`src/shared/pfdc_pkg.sv`:
```
package pfdc_pkg;

  // ************************************************************
  // bus geometry and register map
  // ************************************************************
  localparam int ADDR_W = 8;
  localparam int DATA_W = 32;
  localparam int CNT_W_DEF = 16;
  localparam int NUM_OUT = 2;

  localparam logic [7:0] ADDR_CTRL = 8'h00;
  localparam logic [7:0] ADDR_DUTY = 8'h04;
  localparam logic [7:0] ADDR_PERIOD = 8'h08;
  localparam logic [7:0] ADDR_CMP_A = 8'h0C;
  localparam logic [7:0] ADDR_CMP_B = 8'h10;
  localparam logic [7:0] ADDR_COUNT = 8'h14;
  localparam logic [7:0] ADDR_IRQ_STAT = 8'h18;
  localparam logic [7:0] ADDR_IRQ_MASK = 8'h1C;
  localparam logic [7:0] ADDR_STATUS = 8'h20;

  // ************************************************************
  // field positions
  // ************************************************************
  localparam int CTRL_RUN_BIT = 0;
  localparam int CTRL_STOP_A_BIT = 1;
  localparam int CTRL_STOP_B_BIT = 2;

  localparam int DUTY_A_FORCE_LSB = 0;
  localparam int DUTY_A_REFLECT_BIT = 2;
  localparam int DUTY_B_FORCE_LSB = 4;
  localparam int DUTY_B_REFLECT_BIT = 6;

  localparam int IRQ_W = 3;
  localparam int IRQ_UNDERFLOW_BIT = 0;
  localparam int IRQ_MATCH_A_BIT = 1;
  localparam int IRQ_MATCH_B_BIT = 2;

  localparam int STAT_RUN_BIT = 0;
  localparam int STAT_DOWN_BIT = 1;
  localparam int STAT_PIN_A_BIT = 2;
  localparam int STAT_PIN_B_BIT = 3;
  localparam int STAT_ACT_A_LSB = 4;
  localparam int STAT_ACT_B_LSB = 6;

  // ************************************************************
  // reset values and encodings
  // ************************************************************
  localparam logic [31:0] RST_PERIOD = 32'h0000FFFF;
  localparam logic [31:0] RST_CMP = 32'h00000000;
  localparam logic [IRQ_W-1:0] RST_IRQ_MASK = 3'h0;

  localparam logic [1:0] FORCE_NONE = 2'h0;
  localparam logic [1:0] FORCE_LOW = 2'h2;
  localparam logic [1:0] FORCE_HIGH = 2'h3;

  // per-output configuration carried to each output channel
  typedef struct packed {
    logic [1:0] forceSel;
    logic reflect;
    logic stopLevel;
  } pfdc_chan_cfg_s;

  // pin level from active forcing and the underlying compare level
  function automatic logic pfdc_pin_level(input logic [1:0] forceSel, input logic raw);
    logic lvl;
    lvl = raw;
    if (forceSel == FORCE_HIGH) begin
      lvl = 1'b1;
    end else if (forceSel == FORCE_LOW) begin
      lvl = 1'b0;
    end
    return lvl;
  endfunction : pfdc_pin_level

endpackage : pfdc_pkg

```
`src/design/pfdc_forced_duty.sv`:
```
`timescale 1ns/1ps

module pfdc_forced_duty #(
  parameter int CNT_W = pfdc_pkg::CNT_W_DEF
) (
  input wire logic ref_clk,
  input wire logic nrst,
  input wire logic [pfdc_pkg::ADDR_W-1:0] regAddr,
  input wire logic [pfdc_pkg::DATA_W-1:0] regWrData,
  input wire logic regWr,
  input wire logic regRd,
  output logic [pfdc_pkg::DATA_W-1:0] regRdData,
  output logic pwm_out_a,
  output logic pwm_out_b,
  output logic underflow_irq,
  output logic irq
);

  // ************************************************************
  // block state
  // ************************************************************
  typedef struct packed {
    logic runReq;
    logic running;
    logic countDown;
    logic [CNT_W-1:0] count;
    logic [CNT_W-1:0] period;
    logic [pfdc_pkg::NUM_OUT-1:0][CNT_W-1:0] cmp;
    logic [pfdc_pkg::NUM_OUT-1:0] stopLevel;
    logic [pfdc_pkg::NUM_OUT-1:0][1:0] forceSel;
    logic [pfdc_pkg::NUM_OUT-1:0] reflect;
    logic [pfdc_pkg::IRQ_W-1:0] irqStat;
    logic [pfdc_pkg::IRQ_W-1:0] irqMask;
    logic irq;
    logic underflowPulse;
    logic [pfdc_pkg::DATA_W-1:0] rdData;
  } pfdc_state_s;

  pfdc_state_s st_reg;
  pfdc_state_s st_next;

  // ************************************************************
  // events of the current cycle
  // ************************************************************
  logic startNow;
  logic underflowNow;
  logic [pfdc_pkg::NUM_OUT-1:0] matchNow;
  logic [pfdc_pkg::NUM_OUT-1:0] pinLevel;
  logic [pfdc_pkg::NUM_OUT-1:0][1:0] activeForce;
  pfdc_pkg::pfdc_chan_cfg_s [pfdc_pkg::NUM_OUT-1:0] chanCfg;

  // counting begins the cycle after the run request is seen
  assign startNow = st_reg.runReq && !st_reg.running;

  // bottom of the falling slope closes the carrier cycle
  assign underflowNow = st_reg.running && st_reg.countDown && (st_reg.count == '0);

  // count exceeds period only after period is lowered mid-count, so a larger compare otherwise never matches
  generate
    for (genvar i = 0; i < pfdc_pkg::NUM_OUT; i++) begin : g_match
      assign matchNow[i] = st_reg.running && (st_reg.count == st_reg.cmp[i]);
      assign chanCfg[i].forceSel = st_reg.forceSel[i];
      assign chanCfg[i].reflect = st_reg.reflect[i];
      assign chanCfg[i].stopLevel = st_reg.stopLevel[i];
    end
  endgenerate

  // ************************************************************
  // output channels
  // ************************************************************
  generate
    for (genvar i = 0; i < pfdc_pkg::NUM_OUT; i++) begin : g_chan
      pfdc_out_channel u_chan (
        .ref_clk(ref_clk),
        .nrst(nrst),
        .running(st_reg.running),
        .startNow(startNow),
        .underflowNow(underflowNow),
        .matchNow(matchNow[i]),
        .cfg(chanCfg[i]),
        .pinOut(pinLevel[i]),
        .activeForce(activeForce[i])
      );
    end
  endgenerate

  // ************************************************************
  // next state
  // ************************************************************
  logic [pfdc_pkg::IRQ_W-1:0] irqSet;
  logic [pfdc_pkg::IRQ_W-1:0] irqClr;
  logic [pfdc_pkg::DATA_W-1:0] rdMux;

  always_comb begin
    st_next = st_reg;
    irqSet = '0;
    irqClr = '0;
    rdMux = '0;

    // register writes
    if (regWr) begin
      case (regAddr)
        pfdc_pkg::ADDR_CTRL: begin
          st_next.runReq = regWrData[pfdc_pkg::CTRL_RUN_BIT];
          st_next.stopLevel[0] = regWrData[pfdc_pkg::CTRL_STOP_A_BIT];
          st_next.stopLevel[1] = regWrData[pfdc_pkg::CTRL_STOP_B_BIT];
        end
        pfdc_pkg::ADDR_DUTY: begin
          // applied by the channels only at start or at underflow
          st_next.forceSel[0] = regWrData[pfdc_pkg::DUTY_A_FORCE_LSB +: 2];
          st_next.reflect[0] = regWrData[pfdc_pkg::DUTY_A_REFLECT_BIT];
          st_next.forceSel[1] = regWrData[pfdc_pkg::DUTY_B_FORCE_LSB +: 2];
          st_next.reflect[1] = regWrData[pfdc_pkg::DUTY_B_REFLECT_BIT];
        end
        pfdc_pkg::ADDR_PERIOD: begin
          st_next.period = regWrData[CNT_W-1:0];
        end
        pfdc_pkg::ADDR_CMP_A: begin
          st_next.cmp[0] = regWrData[CNT_W-1:0];
        end
        pfdc_pkg::ADDR_CMP_B: begin
          st_next.cmp[1] = regWrData[CNT_W-1:0];
        end
        pfdc_pkg::ADDR_IRQ_STAT: begin
          irqClr = regWrData[pfdc_pkg::IRQ_W-1:0];
        end
        pfdc_pkg::ADDR_IRQ_MASK: begin
          st_next.irqMask = regWrData[pfdc_pkg::IRQ_W-1:0];
        end
        default: begin
          st_next.runReq = st_reg.runReq;
        end
      endcase
    end

    // triangle counter; stopping returns it to the bottom
    if (!st_reg.runReq) begin
      st_next.running = 1'b0;
      st_next.countDown = 1'b0;
      st_next.count = '0;
    end else if (startNow) begin
      st_next.running = 1'b1;
      st_next.countDown = 1'b0;
      st_next.count = '0;
    end else if (st_reg.countDown) begin
      if (st_reg.count == '0) begin
        st_next.countDown = 1'b0;
        st_next.count = (st_reg.period == '0) ? st_reg.count : st_reg.count + 1'b1;
      end else begin
        st_next.count = st_reg.count - 1'b1;
      end
    end else begin
      if (st_reg.count >= st_reg.period) begin
        // peak reached, turn round; a zero period stays at the bottom
        st_next.countDown = 1'b1;
        st_next.count = (st_reg.count == '0) ? st_reg.count : st_reg.count - 1'b1;
      end else begin
        st_next.count = st_reg.count + 1'b1;
      end
    end

    // sticky status; a new event beats a clear in the same cycle
    irqSet[pfdc_pkg::IRQ_UNDERFLOW_BIT] = underflowNow;
    irqSet[pfdc_pkg::IRQ_MATCH_A_BIT] = matchNow[0];
    irqSet[pfdc_pkg::IRQ_MATCH_B_BIT] = matchNow[1];
    st_next.irqStat = (st_reg.irqStat & ~irqClr) | irqSet;
    st_next.irq = |(st_next.irqStat & st_next.irqMask);
    // raw pulse lets the handler retarget forcing for the next carrier
    st_next.underflowPulse = underflowNow;

    // read mux, answered in the following cycle only
    case (regAddr)
      pfdc_pkg::ADDR_CTRL: begin
        rdMux[pfdc_pkg::CTRL_RUN_BIT] = st_reg.runReq;
        rdMux[pfdc_pkg::CTRL_STOP_A_BIT] = st_reg.stopLevel[0];
        rdMux[pfdc_pkg::CTRL_STOP_B_BIT] = st_reg.stopLevel[1];
      end
      pfdc_pkg::ADDR_DUTY: begin
        rdMux[pfdc_pkg::DUTY_A_FORCE_LSB +: 2] = st_reg.forceSel[0];
        rdMux[pfdc_pkg::DUTY_A_REFLECT_BIT] = st_reg.reflect[0];
        rdMux[pfdc_pkg::DUTY_B_FORCE_LSB +: 2] = st_reg.forceSel[1];
        rdMux[pfdc_pkg::DUTY_B_REFLECT_BIT] = st_reg.reflect[1];
      end
      pfdc_pkg::ADDR_PERIOD: begin
        rdMux[CNT_W-1:0] = st_reg.period;
      end
      pfdc_pkg::ADDR_CMP_A: begin
        rdMux[CNT_W-1:0] = st_reg.cmp[0];
      end
      pfdc_pkg::ADDR_CMP_B: begin
        rdMux[CNT_W-1:0] = st_reg.cmp[1];
      end
      pfdc_pkg::ADDR_COUNT: begin
        rdMux[CNT_W-1:0] = st_reg.count;
      end
      pfdc_pkg::ADDR_IRQ_STAT: begin
        rdMux[pfdc_pkg::IRQ_W-1:0] = st_reg.irqStat;
      end
      pfdc_pkg::ADDR_IRQ_MASK: begin
        rdMux[pfdc_pkg::IRQ_W-1:0] = st_reg.irqMask;
      end
      pfdc_pkg::ADDR_STATUS: begin
        rdMux[pfdc_pkg::STAT_RUN_BIT] = st_reg.running;
        rdMux[pfdc_pkg::STAT_DOWN_BIT] = st_reg.countDown;
        rdMux[pfdc_pkg::STAT_PIN_A_BIT] = pinLevel[0];
        rdMux[pfdc_pkg::STAT_PIN_B_BIT] = pinLevel[1];
        rdMux[pfdc_pkg::STAT_ACT_A_LSB +: 2] = activeForce[0];
        rdMux[pfdc_pkg::STAT_ACT_B_LSB +: 2] = activeForce[1];
      end
      default: begin
        rdMux = '0;
      end
    endcase
    st_next.rdData = regRd ? rdMux : '0;
  end

  // ************************************************************
  // state register
  // ************************************************************
  always_ff @(posedge ref_clk or negedge nrst) begin
    if (!nrst) begin
      st_reg <= '0;
      st_reg.period <= pfdc_pkg::RST_PERIOD[CNT_W-1:0];
      st_reg.cmp[0] <= pfdc_pkg::RST_CMP[CNT_W-1:0];
      st_reg.cmp[1] <= pfdc_pkg::RST_CMP[CNT_W-1:0];
      st_reg.irqMask <= pfdc_pkg::RST_IRQ_MASK;
    end else begin
      st_reg <= st_next;
    end
  end

  // every output is a flop of this module or of a channel
  assign regRdData = st_reg.rdData;
  assign pwm_out_a = pinLevel[0];
  assign pwm_out_b = pinLevel[1];
  assign underflow_irq = st_reg.underflowPulse;
  assign irq = st_reg.irq;

endmodule : pfdc_forced_duty

```
`src/design/pfdc_out_channel.sv`:
```
`timescale 1ns/1ps

module pfdc_out_channel (
  input wire logic ref_clk,
  input wire logic nrst,
  input wire logic running,
  input wire logic startNow,
  input wire logic underflowNow,
  input wire logic matchNow,
  input wire pfdc_pkg::pfdc_chan_cfg_s cfg,
  output logic pinOut,
  output logic [1:0] activeForce
);

  // ************************************************************
  // channel state
  // ************************************************************
  typedef struct packed {
    logic raw;
    logic [1:0] active;
    logic pin;
  } pfdc_chan_state_s;

  pfdc_chan_state_s st_reg;
  pfdc_chan_state_s st_next;

  // compare level keeps toggling under a forced duty so release is seamless
  always_comb begin
    st_next = st_reg;
    if (startNow) begin
      st_next.raw = cfg.stopLevel;
      // only a forcing armed with the reflect flag survives into the count
      st_next.active = cfg.reflect ? cfg.forceSel : pfdc_pkg::FORCE_NONE;
    end else if (running) begin
      if (matchNow) begin
        st_next.raw = ~st_reg.raw;
      end
      if (underflowNow) begin
        st_next.active = cfg.forceSel;
      end
    end else begin
      st_next.raw = cfg.stopLevel;
      st_next.active = st_reg.active;
    end
    if (running || startNow) begin
      st_next.pin = pfdc_pkg::pfdc_pin_level(st_next.active, st_next.raw);
    end else begin
      st_next.pin = cfg.stopLevel;
    end
  end

  // state register
  always_ff @(posedge ref_clk or negedge nrst) begin
    if (!nrst) begin
      st_reg <= '0;
    end else begin
      st_reg <= st_next;
    end
  end

  assign pinOut = st_reg.pin;
  assign activeForce = st_reg.active;

endmodule : pfdc_out_channel

```
`config.mk`:
```
export PLATFORM = sky130hd
export DESIGN_NAME = pfdc_forced_duty
export DESIGN_NICKNAME = d
export VERILOG_FILES = /design/src/shared/pfdc_pkg.sv /design/src/design/pfdc_forced_duty.sv /design/src/design/pfdc_out_channel.sv
export SDC_FILE = /design/constraint.sdc
export NUM_CORES = 1
export LEC_CHECK = 0
export BUFFER_PORTS_ARGS = -buffer_cell sky130_fd_sc_hd__buf_2
export CAP_MARGIN = 30
export CORE_MARGIN = 2
export CORE_UTILIZATION = 55
export DETAILED_ROUTE_END_ITERATION = 10
export GPL_TIMING_DRIVEN = 0
export PLACE_DENSITY = 0.76
export SLEW_MARGIN = 20
export SYNTH_ARGS = -nofsm -noshare
export SYNTH_HDL_FRONTEND = slang
export SYNTH_SLANG_ARGS = --single-unit
export TNS_END_PERCENT = 5
```
`constraint.sdc`:
```
create_clock -name ref_clk -period 3.2 [get_ports ref_clk]
set_clock_uncertainty 0.2 [all_clocks]
set_input_delay 0.32 -clock ref_clk [delete_from_list [all_inputs] [get_ports ref_clk]]
set_output_delay 0.32 -clock ref_clk [all_outputs]
set_load 0.005 [all_outputs]
```
==> results.md <==
Clock network:
- TritonCTS built the clock tree.
- After clock tree synthesis, the clock-pin slew on the worst setup and hold paths is roughly 0.07 ns.
- At the later pin of the worst-skew pair, clock insertion delay measures 0.36 ns.
- The clock tree root buffer cell is clkbuf_16.
- The number of levels in the clock H-tree is 3.
- The number of CTS-inserted buffers is 9.
- The total clock sinks is 107.
- The maximum number of buffers from clock root to sink is 2.
- The number of buffers added for setup after CTS is 0.

Cells and area:
- The repair_antennas step left the layout with diodes totalling 0.
- The flip-flop count of the largest register after layout is 73.
- The area occupied by multi-input gates is about 3300 um^2.
- The finished layout holds 882 standard cells, fillers aside.
- The final net count is around 800.
- The final design area excluding fillers is between 7000 and 8000 um^2.
- The fraction of final layout cells sized beyond drive strength 1 is between 20% and 30%.
- The area overhead of the layout relative to synthesis is 13.2%.
- The number of fillers in the final layout is 923.
- The total area of sequential cells is 2700 um^2.

Synthesis:
- The cell with the most instances after synthesis is dfrtp_1.
- Yosys mapped a number of flops with a built-in enable equal to 0.
- The share of the synthesized area in the top cell type is between 30% and 40%.
- The mean instance size in the synthesized netlist is 9.88 um^2.
- The count of cell types in the netlist is 66.
- The count of synthesis-stage warnings from yosys is 0.
- For this run, the register share of the synthesized area comes to between 40% and 50%.
- The biggest area contributor in the post-synthesis netlist is dfrtp_1.
- The commonest cells after synthesis are 91 x dfrtp_1, 57 x nand2_1, 43 x o21ai_0.
- For this run, the leading register cell type out of synthesis is dfrtp_1.
- Yosys attributes the largest share of cell area to dfrtp_1 35%, mux2_2 6.9%, dfstp_2 6.5%.
- The instance count of the mapped netlist is around 660.
- The total of flip-flops plus latches after synthesis is 107.
- The fraction of synthesis flops using an asynchronous set or reset pin is between 90% and 100%.
- The synthesized netlist occupies a cell area of between 6000 and 7000 um^2.

Detailed routing:
- The remaining antenna violation count after routing is 0.
- The detailed router put a total of between 7000 and 8000 um of wire on met1.
- The total number of vias is around 5,300.
- After the first detailed-routing iteration, the DRC count stood at roughly 390.
- The routed length per instance is 19.7 um.
- The total length of routed wires is between 15,000 and 20,000 um.
- In the routed design, unresolved DRC markers number 0.
- Dividing the detail-routed via count by the number of cells gives 5.99.
- The top layer used by detailed routing is met4.
- In the detailed route, the total length drawn on met3 is approximately 1100 um.
- Detailed routing placed a total of ~8000 um of wire on met2.
- The first detailed-routing pass took 5 iterations.

Placement:
- The number of buffer cells added on primary ports is 47.
- The placed instance area is ~7000 um^2.
- The weighted congestion at the end of routability-driven global placement is approximately 1.0.
- The placed wire-length estimate after detailed placement is between 10,000 and 15,000 um.
- The post-placement worst setup slack is -0.303 ns.
- The number of cells in the design after placement is between 800 and 900.

GRT:
- The pin count of the biggest net entering global routing is 68.
- The via count of the first global-routing pass is around 5,200.
- The initial antenna violation count came to 0.
- Summed over all layers, the global routing overflow is 0.
- The global-route usage over all layers is about 28%.
- The first global-routing pass estimated 27,600 um of wire.

Timing:
- Derived from the worst setup path, the maximum achievable clock frequency is 331 MHz.
- The number of setup violations in the final report is 0.
- The routed design could run at a clock period as short as about 3.0 ns.
- The slew of the pin with the lowest slew margin is between 0.9 and 1 ns.
- The worst path meets setup with 0.182 ns of slack.
- Setup repair after global routing left no endpoint under its margin.
- The count of endpoints failing hold in the final timing report came to 0.
- After routing, the total negative slack on setup checks comes to 0 ns.
- The worst slew slack as a fraction of its limit is 35.9%.
- The worst hold slack is about 0.013 ns.
- The max-slew violation count is 0.
- The post-route fraction of the period consumed by the critical path is a little over nine tenths.

Worst setup path:
- The signal on the critical path passes through clkbuf_2, inv_1, ha_1, nor2b_1, and4b_1, and3_4, buf_8, nor2_1, a2bb2oi_1, mux2i_1.
- The kind of end point of the critical path is a flop.
- The origin of the critical flop-to-flop path is st_reg[97].
- The startpoint type of the worst setup path is a flop.
- The launch point of the critical path is st_reg[97].
- The worst endpoint data arrival time is around 3.1 ns.
- The maximum fanout count along the critical path is 10.
- At the worst endpoint, the required time is about 3.3 ns.
- In this design, the stage delay of the slowest critical-path cell is approximately 0.45 ns.
- Counting both buffers and inverters, the worst setup path holds a total of 3.
- The critical path is of the flop to flop type.
- For this design, the slowest cell found on the critical path is nor2_1.
- The kind of cell adding the most delay to the critical path is simple AND/OR/NAND/NOR gates.

Power and ir drop:
- The areal power density over the cells is 513 nW/um^2.
- The largest vdd supply drop is ~0.45 mV.
- For this design the static power due to leakage is approximately 3.7 nW.

Hold path:
- The hold path startpoint is regWrData[9].
- In this run the worst hold path is classified as primary input to flop.

Floorplanning:
- The number of rows created at floorplan is 39.
- The die is around 110 um wide.
- The number of placed I/O pins is 80.
- The floorplan step defined a die boundary enclosing 12,700 um^2.
- The initial cell density of the core is a little under three fifths.
- The vertical die dimension is between 100 and 150 um.
- The standard cell core area is 11,500 um^2.

Run:
- The max-capacitance violation count is 0.

Status:
- The run finished with clean final reports.
[path summary, 6_finish.rpt]
check	to	slack (ns)	cells past startpoint
setup reg to reg	st_reg[110]	0.18	10
max in group asynchronous	st_reg[90]	1.88	3
min in group asynchronous	st_reg[111]	0.23	2
setup / recovery	st_reg[110]	0.18	10
hold / removal	st_reg[89]	0.01	3
hold reg to reg	st_reg[34]	0.34	2
[final cells by class]
class | count | share of cell area (%)
Tap cell | 143 | 2.43
Multi-Input combinational cell | 465 | 44.8
Timing Repair Buffer | 51 | 4.06
Sequential cell | 107 | 36.7
Clock buffer | 10 | 3.25
Buffer | 71 | 6.28
Clock inverter | 6 | 0.986
Inverter | 29 | 1.48
[cell usage in the layout, fill, tap and decap left out, types with 4 or more instances in the layout]
master and instances:
clkbuf_16 9, buf_6 5, dfrtp_1 90, xnor2_1 25, a21o_1 6, a22oi_1 8, and3_1 8, mux2i_1 30
nor3_1 13, nand2_1 57, nand4_1 17, o21ai_0 41, o21a_1 5, nor4_1 8, nand3_1 16, inv_1 28
buf_2 60, and3b_1 4, nand2b_1 11, and2_1 12, clkbuf_1 12, xor2_1 10, a21oi_1 19, dfstp_2 16
nor2_1 24, ha_1 19, nor2b_1 6, o22ai_1 11, a211oi_1 4, mux2_2 40, a31oi_1 5, buf_4 35
conb_1 16
[logic make-up (layout without fill, tap and decap cells)]
group	after synthesis	in the layout	share of synthesized area (%)
other cells	1	16	0.0577
buf+inv	101	167	8.76
flops	107	107	41.5
simple gates	200	200	16.9
fa+ha+maj	19	19	3.66
compound gates	122	122	11.8
mux	73	73	12.6
xor+xnor	35	35	4.72
[per-stage QoR]
stage / util [%] / power [mW]
CTS: 63.9 / 3.77
finish: 64.2 / 3.78
floorplan: - / 2.28
detailed placement: 61.1 / 2.60
global route: 64.2 / 3.97
global placement: 60.8 / 2.57
[worst reg2reg max path: stages (launching register included)]
cell and delay [ns]:
dfrtp_1 0.41, clkbuf_2 0.29, inv_1 0.13, ha_1 0.19, nor2b_1 0.15, and4b_1 0.28, and3_4 0.21, buf_8 0.14
nor2_1 0.45, a2bb2oi_1 0.29, mux2i_1 0.21
[where the power goes]
part	switching, mW	leakage, nW	internal, mW
logic	0.556	2.13	0.414
clock network	0.530	0.155	0.638
registers	0.145	1.38	1.49
total	1.23	3.67	2.54
[layer usage]
layer | GRT usage, % | up-vias
li1 | - | 2435
met3 | 6.32 | 41
met2 | 44.5 | 220
met1 | 38.5 | 2589
met4 | 10.7 | 0
met5 | 0 | -
[what timing repair did]
item                                    in CTS  in global routing
gates resized for setup                      1                 12
hold endpoints to repair                    41                  1
endpoints found under the setup margin      16                 15
hold buffers                                 2                  1
pin swaps                                    0                  0
Note: power is estimated with default switching activity, not from simulation.
